**src/logic/spm_pkg.sv**
```systemverilog
`default_nettype none

package spm_pkg;

  // Raw pin vector positions, all passed through the pin synchroniser
  localparam int PIN_W = 21;
  localparam int DRV_W = 16;
  localparam int PIN_P93 = 0;
  localparam int PIN_P94 = 1;
  localparam int PIN_P95 = 2;
  localparam int PIN_P96 = 3;
  localparam int PIN_P97 = 4;
  localparam int PIN_P98 = 5;
  localparam int PIN_P99 = 6;
  localparam int PIN_P100 = 7;
  localparam int PIN_P43 = 8;
  localparam int PIN_P44 = 9;
  localparam int PIN_P45 = 10;
  localparam int PIN_P46 = 11;
  localparam int PIN_P48 = 12;
  localparam int PIN_BASE_LOW = 13;
  localparam int PIN_BASE_HIGH = 14;
  localparam int PIN_MODE = 15;
  localparam int PIN_BUSY = 16;
  localparam int PIN_TC = 17;
  localparam int PIN_DACK0 = 18;
  localparam int DACK_N = 3;

  // Host address path
  localparam int ADDR_W = 12;
  localparam int BASE_W = 11;
  localparam int SYNC_STAGES = 3;

  // Index and data port addresses
  localparam logic [11:0] PNP_INDEX_ADDR = 12'h279;
  localparam logic [11:0] PNP_WDATA_ADDR = 12'ha79;
  localparam logic [10:0] MB_BASE_LOW = 11'h15c;
  localparam logic [10:0] MB_BASE_HIGH = 11'h02e;

  // Values after reset
  localparam logic MODE_RST = 1'b0;
  localparam logic [10:0] BASE_RST = 11'h000;
  localparam logic PNP_RST = 1'b1;

  // Pin 43 alternate selections (two-UART mode only)
  localparam logic [1:0] SEL43_IRRX = 2'h0;
  localparam logic [1:0] SEL43_KBD = 2'h1;
  localparam logic [1:0] SEL43_RATE = 2'h2;

  typedef enum logic [2:0] {
    SPM_PH_STRAP = 3'b001,
    SPM_PH_LOAD = 3'b010,
    SPM_PH_RUN = 3'b100
  } spm_phase_e;

  // Captured strap levels
  typedef struct packed {
    logic mode_strap;
    logic base_strap_high;
    logic base_strap_low;
  } spm_strap_s;

  // Signals from the peripheral cores toward the pins
  typedef struct packed {
    logic uart_one_serial_out;
    logic uart_one_rts_n;
    logic uart_one_dtr_n;
    logic uart_two_serial_out;
    logic uart_two_rts_n;
    logic uart_two_dtr_n;
    logic infrared_transmit;
    logic [2:0] infrared_select;
    logic infrared_select_oe;
    logic floppy_rate_select;
    logic floppy_density_select;
    logic motor_select_zero_n;
    logic motor_select_one_n;
    logic drive_select_one_n;
    logic keyboard_port_bit;
  } spm_core_out_s;

  // Signals from the pins toward the peripheral cores
  typedef struct packed {
    logic uart_two_serial_in;
    logic uart_two_cts_n;
    logic uart_two_dcd_n;
    logic uart_two_dsr_n;
    logic uart_two_ri_n;
    logic infrared_receive_one;
    logic infrared_receive_two;
    logic [3:0] identification_input;
    logic keyboard_port_bit;
    logic addr_bit_eleven;
  } spm_core_in_s;

endpackage

`default_nettype wire

```
**src/logic/spm_pin_sync.sv**
```systemverilog
`timescale 1ns/10ps
`default_nettype none

// Three-stage synchroniser with agreement filter, one per bit
module spm_pin_sync #(
  parameter int WIDTH = 1
) (
  // Clock
  input wire logic i_mclk,
  // Asynchronous levels
  input wire logic [WIDTH-1:0] i_async,
  // Filtered levels
  output logic [WIDTH-1:0] o_level
);

  genvar g;
  generate
    for (g = 0; g < WIDTH; g = g + 1) begin : g_bit
      logic meta_r;
      logic s2_r;
      logic s3_r;
      logic lvl_r;
      // Chain left unreset so straps pass while reset is held
      always_ff @(posedge i_mclk) begin
        meta_r <= i_async[g];
        s2_r <= meta_r;
        s3_r <= s2_r;
      end
      // Accept a level once stages two and three agree
      always_ff @(posedge i_mclk) begin
        if (s2_r == s3_r) begin
          lvl_r <= s3_r;
        end
      end
      assign o_level[g] = lvl_r;
    end
  endgenerate

endmodule

`default_nettype wire

```
**src/logic/spm_strap_pin_mux.sv**
```systemverilog
`timescale 1ns/10ps
`default_nettype none

// Contract
// - The first UART serial output pin is read as the mode strap in reset and drives serial output afterwards.
// - Mode strap 0 gives the upper eight pins their infrared and misc roles, 1 gives them the second UART.
// - In second-UART mode the five lower pins keep defaults unless a configuration input picks an alternate.
// - The printer data strobe pin floats when its control bit is 0.
// - Outside enhanced mode the strobe pin drives the printer data strobe.
// - One pin carries printer data strobe or enhanced write strobe, chosen by port mode.
// - In enhanced mode the pin drives the active-low write strobe.
// - One input pin is busy status or enhanced wait, chosen by port mode.
// - Terminal count is ignored unless a DMA acknowledge is active.
// - Terminal count polarity is high or low as configuration selects.
// - Straps set part of the configuration and later configuration writes may change it.
// - Configuration registers are reached through an index port then a data port.
// - Index and data port addresses come from straps captured in reset.
// - The index and data ports may be relocated by an 11-bit base register.
// - The first UART request-to-send pin is read as the high base strap in reset.
module spm_strap_pin_mux (
  // Clock and reset
  input wire logic i_mclk,
  input wire logic i_rst,
  // Raw pins
  input wire logic [spm_pkg::PIN_W-1:0] i_pin,
  output logic [spm_pkg::DRV_W-1:0] o_pin_out,
  output logic [spm_pkg::DRV_W-1:0] o_pin_oe,
  // Peripheral cores
  input wire spm_pkg::spm_core_out_s i_core,
  output spm_pkg::spm_core_in_s o_core,
  // Lower pin alternates
  input wire logic [1:0] i_pin43_sel,
  input wire logic [3:0] i_lower_alt,
  // Configuration updates
  input wire logic i_mode_load,
  input wire logic i_mode_value,
  input wire logic i_base_load,
  input wire logic [spm_pkg::BASE_W-1:0] i_base_value,
  // Parallel port
  input wire logic i_pp_epp_mode,
  input wire logic i_pp_stb_enable,
  input wire logic i_pp_stb_n,
  input wire logic i_pp_write_n,
  output logic o_pp_stb_pin,
  output logic o_pp_stb_oe,
  output logic o_pp_busy,
  output logic o_pp_wait_n,
  output logic o_pp_extend,
  // DMA terminal count
  input wire logic i_tc_active_low,
  output logic o_tc_accepted,
  // Host address
  input wire logic [spm_pkg::ADDR_W-1:0] i_isa_addr,
  input wire logic i_isa_aen,
  output logic o_index_hit,
  output logic o_data_hit,
  output logic o_index_wr_only,
  // Configuration state
  output spm_pkg::spm_strap_s o_strap,
  output logic o_mode,
  output logic o_pnp_full,
  output logic [spm_pkg::BASE_W-1:0] o_base
);

  logic [spm_pkg::PIN_W-1:0] pin_s;
  logic [spm_pkg::ADDR_W:0] addr_s;
  spm_pkg::spm_phase_e phase_r;
  spm_pkg::spm_strap_s strap_r;
  logic mode_r;
  logic pnp_r;
  logic [spm_pkg::BASE_W-1:0] base_r;
  logic [spm_pkg::BASE_W-1:0] strap_base;
  logic [spm_pkg::DRV_W-1:0] drv_nxt;
  logic [spm_pkg::DRV_W-1:0] oe_nxt;
  spm_pkg::spm_core_in_s core_nxt;
  logic stb_nxt;
  logic tc_level;
  logic dack_any;
  logic mb_hit;
  logic [spm_pkg::ADDR_W-1:0] addr_v;
  logic aen_v;
  logic alt_ok;

  // Pin and address synchronisers
  spm_pin_sync #(
    .WIDTH(spm_pkg::PIN_W)
  ) u_pin_sync (
    .i_mclk(i_mclk),
    .i_async(i_pin),
    .o_level(pin_s)
  );

  spm_pin_sync #(
    .WIDTH(spm_pkg::ADDR_W + 1)
  ) u_addr_sync (
    .i_mclk(i_mclk),
    .i_async({i_isa_aen, i_isa_addr}),
    .o_level(addr_s)
  );

  assign addr_v = addr_s[spm_pkg::ADDR_W-1:0];
  assign aen_v = addr_s[spm_pkg::ADDR_W];

  // Startup sequence
  always_ff @(posedge i_mclk) begin
    if (i_rst) begin
      phase_r <= spm_pkg::SPM_PH_STRAP;
    end else begin
      case (phase_r)
        spm_pkg::SPM_PH_STRAP: phase_r <= spm_pkg::SPM_PH_LOAD;
        spm_pkg::SPM_PH_LOAD: phase_r <= spm_pkg::SPM_PH_RUN;
        spm_pkg::SPM_PH_RUN: phase_r <= spm_pkg::SPM_PH_RUN;
        default: phase_r <= spm_pkg::SPM_PH_STRAP;
      endcase
    end
  end

  // Strap capture, last level seen while reset is held
  always_ff @(posedge i_mclk) begin
    if (i_rst) begin
      strap_r.mode_strap <= pin_s[spm_pkg::PIN_MODE];
      strap_r.base_strap_high <= pin_s[spm_pkg::PIN_BASE_HIGH];
      strap_r.base_strap_low <= pin_s[spm_pkg::PIN_BASE_LOW];
    end
  end // Held until next reset

  // Base from straps
  assign strap_base = strap_r.base_strap_low ? spm_pkg::MB_BASE_HIGH
                                             : spm_pkg::MB_BASE_LOW;

  // Mode: strapped, then software may override
  always_ff @(posedge i_mclk) begin
    if (i_rst) begin
      mode_r <= spm_pkg::MODE_RST;
    end else if (phase_r == spm_pkg::SPM_PH_LOAD) begin
      mode_r <= strap_r.mode_strap;
    end else if (i_mode_load && phase_r == spm_pkg::SPM_PH_RUN) begin
      mode_r <= i_mode_value;
    end
  end

  // Index/data base and full plug-and-play flag
  always_ff @(posedge i_mclk) begin
    if (i_rst) begin
      base_r <= spm_pkg::BASE_RST;
      pnp_r <= spm_pkg::PNP_RST;
    end else if (phase_r == spm_pkg::SPM_PH_LOAD) begin
      base_r <= strap_base;
      pnp_r <= ~strap_r.mode_strap & ~strap_r.base_strap_high;
    end else if (i_base_load && phase_r == spm_pkg::SPM_PH_RUN) begin
      base_r <= i_base_value;
      pnp_r <= 1'b0;
    end
  end

  // Motherboard decode ignores A0, which picks index or data
  assign mb_hit = ~aen_v && ~addr_v[spm_pkg::ADDR_W-1]
    && (addr_v[spm_pkg::BASE_W-1:1] == base_r[spm_pkg::BASE_W-1:1]);

  // Index and data port hits
  always_ff @(posedge i_mclk) begin
    if (i_rst || phase_r != spm_pkg::SPM_PH_RUN) begin
      o_index_hit <= 1'b0;
      o_data_hit <= 1'b0;
    end else if (pnp_r) begin
      o_index_hit <= ~aen_v && (addr_v == spm_pkg::PNP_INDEX_ADDR);
      o_data_hit <= ~aen_v && (addr_v == spm_pkg::PNP_WDATA_ADDR);
    end else begin
      o_index_hit <= mb_hit && ~addr_v[0];
      o_data_hit <= mb_hit && addr_v[0];
    end
  end

  // Alternates only in second-UART mode
  assign alt_ok = mode_r;

  // Pin drive and enable
  always_comb begin
    drv_nxt = '0;
    oe_nxt = '0;
    if (!mode_r) begin
      // Infrared and misc set
      drv_nxt[spm_pkg::PIN_P94] = 1'b0;
      oe_nxt[spm_pkg::PIN_P94] = ~i_core.keyboard_port_bit;
      drv_nxt[spm_pkg::PIN_P95] = i_core.floppy_rate_select;
      oe_nxt[spm_pkg::PIN_P95] = 1'b1;
      drv_nxt[spm_pkg::PIN_P96] = i_core.infrared_select[2];
      oe_nxt[spm_pkg::PIN_P96] = i_core.infrared_select_oe;
      drv_nxt[spm_pkg::PIN_P97] = i_core.floppy_density_select;
      oe_nxt[spm_pkg::PIN_P97] = 1'b1;
      drv_nxt[spm_pkg::PIN_P98] = i_core.infrared_select[1];
      oe_nxt[spm_pkg::PIN_P98] = i_core.infrared_select_oe;
      drv_nxt[spm_pkg::PIN_P100] = i_core.infrared_select[0];
      oe_nxt[spm_pkg::PIN_P100] = i_core.infrared_select_oe;
    end else begin
      // Second UART set
      drv_nxt[spm_pkg::PIN_P96] = i_core.uart_two_dtr_n;
      oe_nxt[spm_pkg::PIN_P96] = 1'b1;
      drv_nxt[spm_pkg::PIN_P98] = i_core.uart_two_rts_n;
      oe_nxt[spm_pkg::PIN_P98] = 1'b1;
      drv_nxt[spm_pkg::PIN_P100] = i_core.uart_two_serial_out;
      oe_nxt[spm_pkg::PIN_P100] = 1'b1;
    end
    // Pin 43: receive, keyboard bit or rate select
    if (alt_ok && i_pin43_sel == spm_pkg::SEL43_KBD) begin
      drv_nxt[spm_pkg::PIN_P43] = 1'b0;
      oe_nxt[spm_pkg::PIN_P43] = ~i_core.keyboard_port_bit;
    end else if (alt_ok && i_pin43_sel == spm_pkg::SEL43_RATE) begin
      drv_nxt[spm_pkg::PIN_P43] = i_core.floppy_rate_select;
      oe_nxt[spm_pkg::PIN_P43] = 1'b1;
    end
    // Pins 44, 45, 48 are always outputs
    drv_nxt[spm_pkg::PIN_P44] = (alt_ok && i_lower_alt[0])
      ? i_core.floppy_density_select : i_core.infrared_transmit;
    oe_nxt[spm_pkg::PIN_P44] = 1'b1;
    drv_nxt[spm_pkg::PIN_P45] = (alt_ok && i_lower_alt[1])
      ? i_core.floppy_rate_select : i_core.motor_select_zero_n;
    oe_nxt[spm_pkg::PIN_P45] = 1'b1;
    if (alt_ok && i_lower_alt[2]) begin
      drv_nxt[spm_pkg::PIN_P46] = 1'b0;
      oe_nxt[spm_pkg::PIN_P46] = ~i_core.keyboard_port_bit;
    end else begin
      drv_nxt[spm_pkg::PIN_P46] = i_core.motor_select_one_n;
      oe_nxt[spm_pkg::PIN_P46] = 1'b1;
    end
    drv_nxt[spm_pkg::PIN_P48] = (alt_ok && i_lower_alt[3])
      ? i_core.floppy_density_select : i_core.drive_select_one_n;
    oe_nxt[spm_pkg::PIN_P48] = 1'b1;
    // Strap pins serve the first UART once running
    drv_nxt[spm_pkg::PIN_BASE_LOW] = i_core.uart_one_dtr_n;
    drv_nxt[spm_pkg::PIN_BASE_HIGH] = i_core.uart_one_rts_n;
    drv_nxt[spm_pkg::PIN_MODE] = i_core.uart_one_serial_out;
    oe_nxt[spm_pkg::PIN_BASE_LOW] = 1'b1;
    oe_nxt[spm_pkg::PIN_BASE_HIGH] = 1'b1;
    oe_nxt[spm_pkg::PIN_MODE] = 1'b1;
  end

  // Pin registers, all released only when running
  always_ff @(posedge i_mclk) begin
    if (i_rst || phase_r != spm_pkg::SPM_PH_RUN) begin
      o_pin_out <= '0;
      o_pin_oe <= '0; // Strap pins floated while sampled
    end else begin
      o_pin_out <= drv_nxt;
      o_pin_oe <= oe_nxt;
    end
  end

  // Pin levels toward the cores
  always_comb begin
    core_nxt = '1;
    core_nxt.identification_input = '0;
    core_nxt.addr_bit_eleven = 1'b0;
    if (!mode_r) begin
      core_nxt.addr_bit_eleven = pin_s[spm_pkg::PIN_P93];
      core_nxt.keyboard_port_bit = pin_s[spm_pkg::PIN_P94];
      core_nxt.identification_input = {pin_s[spm_pkg::PIN_P99],
        pin_s[spm_pkg::PIN_P96], pin_s[spm_pkg::PIN_P98],
        pin_s[spm_pkg::PIN_P100]};
      core_nxt.infrared_receive_two = pin_s[spm_pkg::PIN_P100];
    end else begin
      core_nxt.uart_two_cts_n = pin_s[spm_pkg::PIN_P93];
      core_nxt.uart_two_dcd_n = pin_s[spm_pkg::PIN_P94];
      core_nxt.uart_two_dsr_n = pin_s[spm_pkg::PIN_P95];
      core_nxt.uart_two_ri_n = pin_s[spm_pkg::PIN_P97];
      core_nxt.uart_two_serial_in = pin_s[spm_pkg::PIN_P99];
      if (i_lower_alt[2]) begin
        core_nxt.keyboard_port_bit = pin_s[spm_pkg::PIN_P46];
      end else if (i_pin43_sel == spm_pkg::SEL43_KBD) begin
        core_nxt.keyboard_port_bit = pin_s[spm_pkg::PIN_P43];
      end
    end
    if (!alt_ok || i_pin43_sel == spm_pkg::SEL43_IRRX) begin
      core_nxt.infrared_receive_one = pin_s[spm_pkg::PIN_P43];
    end
  end

  // Core input register
  always_ff @(posedge i_mclk) begin
    if (i_rst) begin
      o_core <= '1;
    end else begin
      o_core <= core_nxt;
    end
  end

  // Strobe pin: printer strobe or enhanced write strobe
  assign stb_nxt = i_pp_epp_mode ? i_pp_write_n
                                 : i_pp_stb_n;

  always_ff @(posedge i_mclk) begin
    if (i_rst) begin
      o_pp_stb_pin <= 1'b1;
      o_pp_stb_oe <= 1'b0;
    end else begin
      o_pp_stb_pin <= stb_nxt;
      o_pp_stb_oe <= i_pp_stb_enable; // Floats on 0
    end
  end

  // Busy pin: busy status or enhanced wait
  always_ff @(posedge i_mclk) begin
    if (i_rst) begin
      o_pp_busy <= 1'b0;
      o_pp_wait_n <= 1'b1;
      o_pp_extend <= 1'b0;
    end else begin
      o_pp_busy <= i_pp_epp_mode ? 1'b0 : pin_s[spm_pkg::PIN_BUSY];
      o_pp_wait_n <= i_pp_epp_mode ? pin_s[spm_pkg::PIN_BUSY] : 1'b1;
      o_pp_extend <= i_pp_epp_mode & ~pin_s[spm_pkg::PIN_BUSY];
    end
  end

  // Terminal count qualification
  assign tc_level = pin_s[spm_pkg::PIN_TC] ^ i_tc_active_low;
  assign dack_any =
    ~&pin_s[spm_pkg::PIN_DACK0 +: spm_pkg::DACK_N]; // Low active

  always_ff @(posedge i_mclk) begin
    if (i_rst) begin
      o_tc_accepted <= 1'b0;
    end else begin
      o_tc_accepted <= tc_level & dack_any;
    end
  end

  // Configuration state outputs
  always_ff @(posedge i_mclk) begin
    if (i_rst) begin
      o_strap <= '0;
      o_mode <= spm_pkg::MODE_RST;
      o_pnp_full <= spm_pkg::PNP_RST;
      o_base <= spm_pkg::BASE_RST;
      o_index_wr_only <= spm_pkg::PNP_RST;
    end else begin
      o_strap <= strap_r;
      o_mode <= mode_r;
      o_pnp_full <= pnp_r;
      o_base <= base_r;
      o_index_wr_only <= pnp_r;
    end
  end

endmodule

`default_nettype wire

```
**config.mk**
```make
export PLATFORM = sky130hd
export DESIGN_NAME = spm_strap_pin_mux
export DESIGN_NICKNAME = d
export VERILOG_FILES = /design/src/logic/spm_pkg.sv /design/src/logic/spm_pin_sync.sv /design/src/logic/spm_strap_pin_mux.sv
export SDC_FILE = /design/constraint.sdc
export NUM_CORES = 1
export LEC_CHECK = 0
export ABC_AREA = 1
export BUFFER_PORTS_ARGS = -buffer_cell sky130_fd_sc_hd__buf_2
export CORE_UTILIZATION = 53
export DETAILED_ROUTE_END_ITERATION = 16
export PLACE_DENSITY = 0.8
export RECOVER_POWER = 50
export SLEW_MARGIN = 20
export SYNTH_ARGS = -nofsm -noshare
export SYNTH_HDL_FRONTEND = slang
export SYNTH_SLANG_ARGS = --single-unit
```
**constraint.sdc**
```tcl
create_clock -name i_mclk -period 2.5 [get_ports i_mclk]
set_clock_uncertainty 0.2 [all_clocks]
set_input_delay 0.375 -clock i_mclk [delete_from_list [all_inputs] [get_ports i_mclk]]
set_output_delay 0.375 -clock i_mclk [all_outputs]
set_load 0.01 [all_outputs]
```
==> results of run 1 <==
cell usage after synthesis:
master and number:
conb_1 1, buf_4 15, nor3_1 5, a311oi_1 1, clkbuf_1 1, edfxtp_1 34, a31oi_1 7, a32oi_1 1
buf_2 4, nor2_4 2, a211oi_2 2, inv_1 43, nand3b_1 1, o21ai_1 2, nor4_1 1, a21oi_2 6
nor2_1 37, xnor2_1 35, or3_1 1, nand3_2 1, o21ai_2 1, o21ai_0 12, nand3_1 12, nor3b_1 1
buf_6 2, o21bai_1 1, nand2_1 69, clkinv_2 1, inv_2 7, nand4_1 4, dfxtp_1 165, nand2_4 2
nor3_2 1, a21oi_1 1
per-stage QoR:
stage          area [µm²]  total power [µW]  util [%]  instances
5_1_grt              7894              7018     75.45        844
3_3_place_gp         6554              3968     62.64        738
6_report             7894              6758     75.45        844
3_5_place_dp         6554              3995     62.64        738
2_1_floorplan        5832              3839         -        483
4_1_cts              7899              6791     75.50        844
power by group through the flow:
| stage | combinational [µW] | sequential (µW) | clock (µW) |
|---|---|---|---|
| final | 476 | 3550 | 2740 |
| after global placement | 362 | 3610 | 0 |
| after detailed placement | 377 | 3620 | 0 |
| after global routing | 521 | 3570 | 2930 |
| after CTS | 472 | 3550 | 2770 |
| after floorplan | 227 | 3610 | 0 |
final cells by class:
type	instances	area share, %
clock buffer	17	5.246
clock inverter	15	2.409
inverter	51	2.441
multi-input combinational	211	14.65
sequential	199	54.78
tap	136	2.156
timing repair buffer	215	18.32
flip-flops by register name, summed over array words and instances (netlist names), 3 cells and up:
name	cells
base_r	11
u_pin_sync.g_bit.lvl_r	18
phase_r	3
o_pin_out	13
o_base	11
o_pin_oe	6
u_addr_sync.g_bit.lvl_r	13
u_pin_sync.g_bit.s2_r	18
u_addr_sync.g_bit.meta_r	13
u_addr_sync.g_bit.s2_r	13
strap_r	3
u_pin_sync.g_bit.s3_r	18
o_strap	3
u_pin_sync.g_bit.meta_r	18
u_addr_sync.g_bit.s3_r	13
o_core	13
logic make-up after synthesis:
kind of cell	after synthesis	share of synthesized area (%)
xor+xnor	35	5.270
buf+inv	73	6.044
compound gates	34	3.958
simple gates	137	10.32
flops	199	74.34
other cells	1	0.06447
critical path, cell delays in order, from the launching register on:
cell	delay (ns)
dfxtp_1	0.34
buf_4	0.25
nand2_1	0.11
nand2_1	0.07
dlygate4sd3_1	0.54
o21ai_0	0.09
dlygate4sd3_1	0.56
nand2_1	0.07
inv_1	0.04
path summary, 6_finish.rpt:
check	start	to	slack, ns	cells past startpoint
worst min register to register	u_addr_sync.g_bit[9].meta_r$_DFF_P_	u_addr_sync.g_bit[9].s2_r$_DFF_P_	0.13	0
worst max register to register	alt_ok$_SDFFE_PP0P_	o_pin_out[9]$_SDFF_PP0_	0.15	8
worst max-delay path	alt_ok$_SDFFE_PP0P_	o_pin_out[9]$_SDFF_PP0_	0.15	8
worst min-delay path	i_base_load	base_r[3]$_SDFFE_PP0P_	0.05	4
routing by layer:
metal	part of all wire, %	vias to the layer above
li1	-	1934
met1	41	1804
met2	53	135
met3	4.1	24
met4	2.8	0
met5	0	-
==> out/metrics.csv, run 1 <==
metric,value,unit
Mapped Area,5817,µm²
vias in the first global route,3954,
Synth area leaders,"dfxtp_1 (57%), edfxtp_1 (18%), xnor2_1 (5.3%)",
Synth cell types,34,
Worst setup SP type,register,
PnR worst setup slack,0.1468,ns
Die W,106.8,µm
f_max,0.4250,GHz
clock buffer count from CTS,17,
Cells after Synth,479,
Nets,773,
latest clock arrival within the worst-skew pair,0.53,ns
Crit path required time,2.73,ns
Register Area,4324,µm²
Die Ht,106.8,µm
GRT Util Overall,20.76,%
Switching Fraction,22.42,%
GP Congestion,0.7700,
layout cells sized above 1,27.26,%
Final setup viols,0,
busiest grt layer,met2,
Final Max Tran Viols,0,
syn_area_per_cell,12.14,µm²
outcome,finished clean,
remaining antenna violation count,0,
Ports,148,
Fill cells,660,
crit path capture type,register,
DRT iter0 DRCs,139,
CTS tree,yes,
largest net degree at the start of global routing,20,
MaxCap Viol Count,0,
Max VDD drop,0.5204,mV
Buffers on Ports,139,
"most common cell after layout, fill and taps aside",dfxtp_1,
gr ovfl total,0,
Resize count post-CTS,0,
router iterations before antenna repair,4,
Setup TNS Final,0,ns
slew margin rel.,52.28,%
leading area contributor after synthesis,dfxtp_1,
H-tree depth,4,
Fin Hold WS,0.04892,ns
Worst EP arrival,2.59,ns
most frequent cells in the layout,"dfxtp_1 (165), buf_2 (138), dlygate4sd3_1 (74)",
final HPWL from detailed placement,7.130,mm
routed wire length,11.03,mm
Die Area,11400,µm²
multi-input logic area,1156,µm²
GR met3 Demand/Resource,4.985,%
RSZ-0062 raised after global routing,no,
grt met1 use,22.76,%
post-place setup slack,0.6475,ns
Core Area,10460,µm²
Starting Density,55.60,%
hold buffers post-CTS,74,
share of the synthesized area in the top cell type,56.79,%
via count,3897,
Clock transition at path regs,0.07,ns
Tcrit/Tclk final,94.13,%
post-synthesis register bit count,199,
NetSw,1515,µW
maximum root-to-sink buffer count,2,
power per cell area,856.1,nW/µm²
n_diodes,0,
clk root buf,clkbuf_8,
drt drc,0,
antenna violations before repair,0,
GR Layer Usage met2,36.64,%
Worst Setup Path Type,register to register,
Comb pwr share,7.0,%
crit path max fanout,17,
Area Growth Syn to Fin,35.71,%
Leakage,0.003536,µW
Pint,5243,µW
Clock Sinks,199,
Hold Crit Class,input port to register,
# rows,37,
post-synthesis sequential area ratio,74.34,%
final hold viol count,0,
Worst Tran Pin Value,0.7158,ns
first-pass GRT wire length,17.70,mm
Ys Warns,0,
clock power share,40.5,%
vias per inst,4.617,
Flop pwr share,52.5,%
crit path time final,2.353,ns
WL/cell,13.07,µm
post-CTS setup repair buffer count,0,
Note: power is estimated with default switching activity, not from simulation.
==> run 2, diff against run 1 <==
--- a/config.mk
+++ b/config.mk
@@ -7,6 +7,7 @@
 export LEC_CHECK = 0
 export ABC_AREA = 1
 export BUFFER_PORTS_ARGS = -buffer_cell sky130_fd_sc_hd__buf_2
+export CORE_MARGIN = 2
 export CORE_UTILIZATION = 53
 export DETAILED_ROUTE_END_ITERATION = 16
 export PLACE_DENSITY = 0.8
==> run 2 against run 1 <==
Against the previous run: setup slack improved by 0.096 ns; count of clock-buffer cells in the layout rose by 3; via count barely moved; final cell count rose by 0.12%; non-clock buffer count fell by 2; largest cell class unchanged.
==> out/metrics.csv, run 2 (same netlist as run 1, synthesis figures left out) <==
metric,value,unit,change
Worst EP arrival,2.48,ns,-0.11 ns
clock buffer count from CTS,17,,unchanged
GRT Util Overall,20.72,%,-0.037 points
Worst Setup Path Type,input port to register,,
final HPWL from detailed placement,7.266,mm,+1.9%
Core Area,10790,µm²,+3.2%
GP Congestion,0.8086,,+5.0%
largest net degree at the start of global routing,21,,+5.0%
Worst setup SP type,input port,,
vias in the first global route,3889,,-1.6%
Fin Hold WS,0.02385,ns,-0.02507 ns
Comb pwr share,6.9,%,about the same
Area Growth Syn to Fin,35.99,%,
layout cells sized above 1,27.38,%,+0.12 points
CP max stage delay,0.56,ns,about the same
Switching Fraction,21.13,%,-1.3 points
clock power share,41.7,%,+1.2 points
# rows,38,,+2.7%
Die W,108.8,µm,+1.9%
Ports,148,,unchanged
clk root buf,clkbuf_8,,
outcome,finished clean,,
drt drc,0,,unchanged
RSZ-0062 raised after global routing,no,,
crit path capture type,register,,
crit path time final,2.257,ns,-0.09636 ns
remaining antenna violation count,0,,unchanged
Max VDD drop,0.4738,mV,-9.0%
cell family with most CP delay,buffers and inverters,,
Buffers on Ports,139,,unchanged
instance count on the critical path,7,,-1
H-tree depth,4,,unchanged
final hold viol count,0,,unchanged
n_diodes,0,,unchanged
maximum root-to-sink buffer count,2,,unchanged
Starting Density,53.90,%,-1.7 points
Final setup viols,0,,unchanged
Final Max Tran Viols,0,,unchanged
slew margin rel.,66.71,%,+14 points
Crit path required time,2.72,ns,about the same
gr ovfl total,0,,unchanged
post-CTS setup repair buffer count,0,,unchanged
Die Ht,108.8,µm,+1.9%
CTS tree,yes,,
crit path cell chain,dlygate4sd3_1 -> buf_2 -> inv_1 -> nand2_1 -> nor2_1 -> nor2_1 -> dlygate4sd3_1,,
DP Area,6559,µm²,about the same
Die Area,11830,µm²,+3.8%
Worst Path Buf+Inv,4,,unchanged
"most common cell after layout, fill and taps aside",dfxtp_1,,
Worst Tran Pin Value,0.4988,ns,-0.2171 ns
vias per inst,4.613,,about the same
Tcrit/Tclk final,90.27,%,-3.9 points
Final Non-Filler Cells,845,,+0.12%
Clock transition at path regs,0.07,ns,about the same
Leakage,0.003551,µW,+0.42%
f_max,0.4431,GHz,+4.3%
Setup TNS Final,0,ns,unchanged
latest clock arrival within the worst-skew pair,0.53,ns,about the same
Resize count post-CTS,0,,unchanged
via count,3898,,+0.026%
Pint,5448,µW,+3.9%
routed wire length,11.57,mm,+4.8%
CP max stage cell,dlygate4sd3_1,,
DRT iter0 DRCs,164,,+18%
Flop pwr share,51.4,%,-1.1 points
Final Cell Area,7910,µm²,+0.21%
first-pass GRT wire length,18.04,mm,+1.9%
NetSw,1460,µW,-3.6%
MaxCap Viol Count,0,,unchanged
WHS Path Cells,5,,+1
Nets,771,,-0.26%
dpl cells,742,,+0.54%
WL/cell,13.69,µm,+4.7%
antenna violations before repair,0,,unchanged
R2R depth,6,,-2
power per cell area,873.3,nW/µm²,+2.0%
most frequent cells in the layout,"dfxtp_1 (165), buf_2 (139), dlygate4sd3_1 (72)",,
hold buffers post-CTS,72,,-2.7%
crit path max fanout,15,,-2
Hold Crit Class,input port to register,,
router iterations before antenna repair,4,,unchanged
Clock Sinks,199,,unchanged
[run 2: cell types whose count changed in the layout (fill, tap and decap cells not counted), sizes merged]
cell,delta
bufinv,+2
clkinvlp,-1
clkbuf,+1
buf,+2
clkinv,-3
inv,-2
dlygate4sd3,-2
[run 2: worst paths after layout]
check / start / to / slack [ns]
max: i_rst / o_pp_stb_pin$_SDFF_PP1_ / 0.24
max reg2reg: phase_r[1]$_SDFF_PP0_ / alt_ok$_SDFFE_PP0P_ / 0.55
min reg2reg: u_addr_sync.g_bit[3].meta_r$_DFF_P_ / u_addr_sync.g_bit[3].s2_r$_DFF_P_ / 0.12
min: i_lower_alt[0] / o_pin_out[9]$_SDFF_PP0_ / 0.02
[run 2: metrics by stage]
stage          power [µW]  util, %  setup WS [ns]
6_report             6908    73.29         0.2432
2_1_floorplan        3839        -          1.242
4_1_cts              6931    73.29         0.2902
3_5_place_dp         3996    60.77         0.7481
5_1_grt              7149    73.29         0.1320
3_3_place_gp         3970    60.77         0.7708
[run 2: metal layers]
metal  wire length, µm  GRT usage (%)  vias to the layer above  part of all wire (%)
met5                 0              0                        -                     0
met4               323          10.35                        0                   2.8
met3               554          5.260                       33                   4.8
met2              6194          38.48                      140                    54
met1              4493          21.52                     1801                    39
li1                  -              -                     1924                     -
[run 2: power groups by stage]
| stage | Sequential, µW | Combinational [µW] | Clock (µW) |
|---|---|---|---|
| after CTS | 3550 | 470 | 2910 |
| after floorplan | 3610 | 227 | 0 |
| after global placement | 3610 | 364 | 0 |
| final | 3550 | 477 | 2880 |
| after detailed placement | 3620 | 379 | 0 |
| after global routing | 3570 | 524 | 3060 |
[run 2: area by class of cell]
| type | instances | area (µm²) |
|---|---|---|
| repair buffers | 213 | 1431 |
| inverters | 51 | 192.7 |
| clock buffers | 20 | 435.4 |
| multi-input cells | 211 | 1156 |
| clock inverters | 11 | 195.2 |
| fillers | 729 | 2883 |
| well taps | 140 | 175.2 |
| flip-flops and latches | 199 | 4324 |
[run 2: worst reg2reg max path, stage by stage, from the launching register on]
cell and delay [ns]:
dfxtp_1 0.34, inv_1 0.07, nor3_2 0.23, inv_2 0.19, o21ai_1 0.18, a31oi_1 0.05
dlygate4sd3_1 0.56
==> run 3, diff against run 2 <==
--- a/config.mk
+++ b/config.mk
@@ -7,7 +7,7 @@
 export LEC_CHECK = 0
 export ABC_AREA = 1
 export BUFFER_PORTS_ARGS = -buffer_cell sky130_fd_sc_hd__buf_2
-export CORE_MARGIN = 2
+export CORE_MARGIN = 10
 export CORE_UTILIZATION = 53
 export DETAILED_ROUTE_END_ITERATION = 16
 export PLACE_DENSITY = 0.8
==> run 3 against run 2 <==
Against the previous run: worst hold slack improved by 0.0074 ns; sequential power barely moved; count of clock-buffer cells in the layout shrank 1; critical endpoint is now o_pin_out[12]$_SDFF_PP0_; power decreased by 0.28%; cell area up 0.28%; utilization increased by 0.21 points; die area grew 32%; sequential share of layout area fell by 0.16 points; final cell count grew 0.59%; sequential cell count unchanged.
==> out/metrics.csv, run 3 (same netlist as run 1, synthesis figures left out) <==
metric,value,unit,change
Final setup viols,0,,unchanged
vias in the first global route,4166,,+7.1%
crit path max fanout,17,,+2
Clock transition at path regs,0.07,ns,about the same
Max VDD drop,0.6119,mV,+29%
H-tree depth,4,,unchanged
first-pass GRT wire length,20.11,mm,+12%
Pint,5443,µW,about the same
Setup TNS Final,0,ns,unchanged
Worst setup SP type,register,,
Starting Density,53.90,%,unchanged
Ports,148,,unchanged
Hold Crit Class,input port to register,,
Die W,124.8,µm,+15%
DRT iter0 DRCs,251,,+53%
MaxCap Viol Count,0,,unchanged
GP Congestion,0.8170,,+1.0%
RSZ-0062 raised after global routing,no,,
latest clock arrival within the worst-skew pair,0.53,ns,about the same
Core Area,10790,µm²,unchanged
final HPWL from detailed placement,8.395,mm,+16%
most frequent cells in the layout,"dfxtp_1 (165), buf_2 (137), dlygate4sd3_1 (74)",,
maximum root-to-sink buffer count,2,,unchanged
# rows,38,,unchanged
outcome,finished clean,,
clock buffer count from CTS,17,,unchanged
clock power share,41.6,%,about the same
CTS tree,yes,,
DP Area,6559,µm²,unchanged
power per cell area,868.4,nW/µm²,-0.57%
Worst Setup Path Type,register to register,,
multi-input logic area,1156,µm²,unchanged
layout cells sized above 1,26.98,%,-0.40 points
"most common cell after layout, fill and taps aside",dfxtp_1,,
Tcrit/Tclk final,95.83,%,+5.6 points
Final Max Tran Viols,0,,unchanged
Comb pwr share,6.9,%,about the same
clk root buf,clkbuf_8,,
slew margin rel.,20.34,%,-46 points
drt drc,0,,unchanged
Final Cell Area,7933,µm²,+0.28%
dpl cells,742,,unchanged
Worst Tran Pin Value,1.195,ns,+0.6961 ns
Switching Fraction,20.99,%,-0.15 points
Die Area,15570,µm²,+32%
GRT Util Overall,16.28,%,-4.4 points
Fill cells,725,,-0.55%
Area Growth Syn to Fin,36.37,%,
NetSw,1446,µW,-0.98%
final hold viol count,0,,unchanged
via count,3858,,-1.0%
post-layout util,73.50,%,+0.21 points
antenna violations before repair,2,,+2
vias per inst,4.539,,-1.6%
post-CTS setup repair buffer count,0,,unchanged
Worst EP arrival,2.63,ns,+0.15 ns
Final Non-Filler Cells,850,,+0.59%
router iterations before antenna repair,4,,unchanged
Fin Hold WS,0.03124,ns,+0.007384 ns
Clock Sinks,199,,unchanged
Buffers on Ports,139,,unchanged
Die Ht,124.8,µm,+15%
Nets,773,,+0.26%
remaining antenna violation count,0,,unchanged
WL/cell,14.74,µm,+7.7%
Register Area,4324,µm²,unchanged
largest net degree at the start of global routing,27,,+29%
Leakage,0.003554,µW,about the same
crit path capture type,register,,
routed wire length,12.53,mm,+8.3%
f_max,0.4174,GHz,-5.8%
gr ovfl total,0,,unchanged
crit path time final,2.396,ns,+0.1388 ns
Flop pwr share,51.5,%,about the same
Crit path required time,2.73,ns,about the same
==> run 3: cell count changes in the layout (fill, tap and decap cells not counted), moves of 2 or more <==
cell	change
inv_6	-3
clkinv_4	+2
diode_2	+2
dlygate4sd3_1	+2
buf_2	-2
clkbuf_1	+2
==> run 3: worst paths after layout <==
check / to / cells past startpoint / start / slack (ns)
hold / removal: pnp_r$_SDFFE_PP1P_ / 4 / i_base_load / 0.03
setup / recovery: o_pin_out[12]$_SDFF_PP0_ / 8 / alt_ok$_SDFFE_PP0P_ / 0.10
hold reg to reg: u_pin_sync.g_bit[13].s2_r$_DFF_P_ / 0 / u_pin_sync.g_bit[13].meta_r$_DFF_P_ / 0.12
setup reg to reg: o_pin_out[12]$_SDFF_PP0_ / 8 / alt_ok$_SDFFE_PP0P_ / 0.10
==> run 3: power groups by stage <==
stage	logic [µW]	clock network, µW	registers (µW)
global placement	366	0	3600
global route	526	3040	3570
detailed placement	380	0	3620
CTS	474	2920	3550
floorplan	227	0	3610
finish	478	2860	3550
==> run 3: critical path, cell delays in order, from the launching register on <==
cell	delay, ns
dfxtp_1	0.34
buf_4	0.25
nand2_1	0.12
nand2_1	0.08
dlygate4sd3_1	0.53
o21ai_0	0.09
dlygate4sd3_1	0.58
nand2_1	0.07
inv_1	0.04
==> run 3: per-stage QoR <==
step | setup WS (ns) | total power, µW
floorplan | 1.242 | 3839
global placement | 0.8551 | 3971
detailed placement | 0.8529 | 3997
CTS | 0.1888 | 6936
global route | 0.01819 | 7136
finish | 0.1043 | 6888
==> run 3: what timing repair did <==
| action | CTS | global route |
|---|---|---|
| endpoints found under the hold margin | 68 | 0 |
| resized for setup | 0 | 0 |
| hold buffers | 74 | 0 |
==> run 3: area by class of cell <==
cell class / instances / area share, %
Sequential cell: 199 / 54.51
Timing Repair Buffer: 215 / 18.22
Multi-Input combinational cell: 211 / 14.57
Clock buffer: 19 / 5.442
Clock inverter: 13 / 2.555
Inverter: 51 / 2.429
Tap cell: 140 / 2.208
Antenna cell: 2 / 0.06309
==> run 3: metal layers <==
metal  vias to the layer above  global-route usage (%)  share of wire (%)
met1                      1766                   16.87                 39
met3                        20                   5.149                6.1
li1                       1933                       -                  -
met2                       139                   27.85                 53
met4                         0                   10.49                2.2
met5                         -                       0                  0
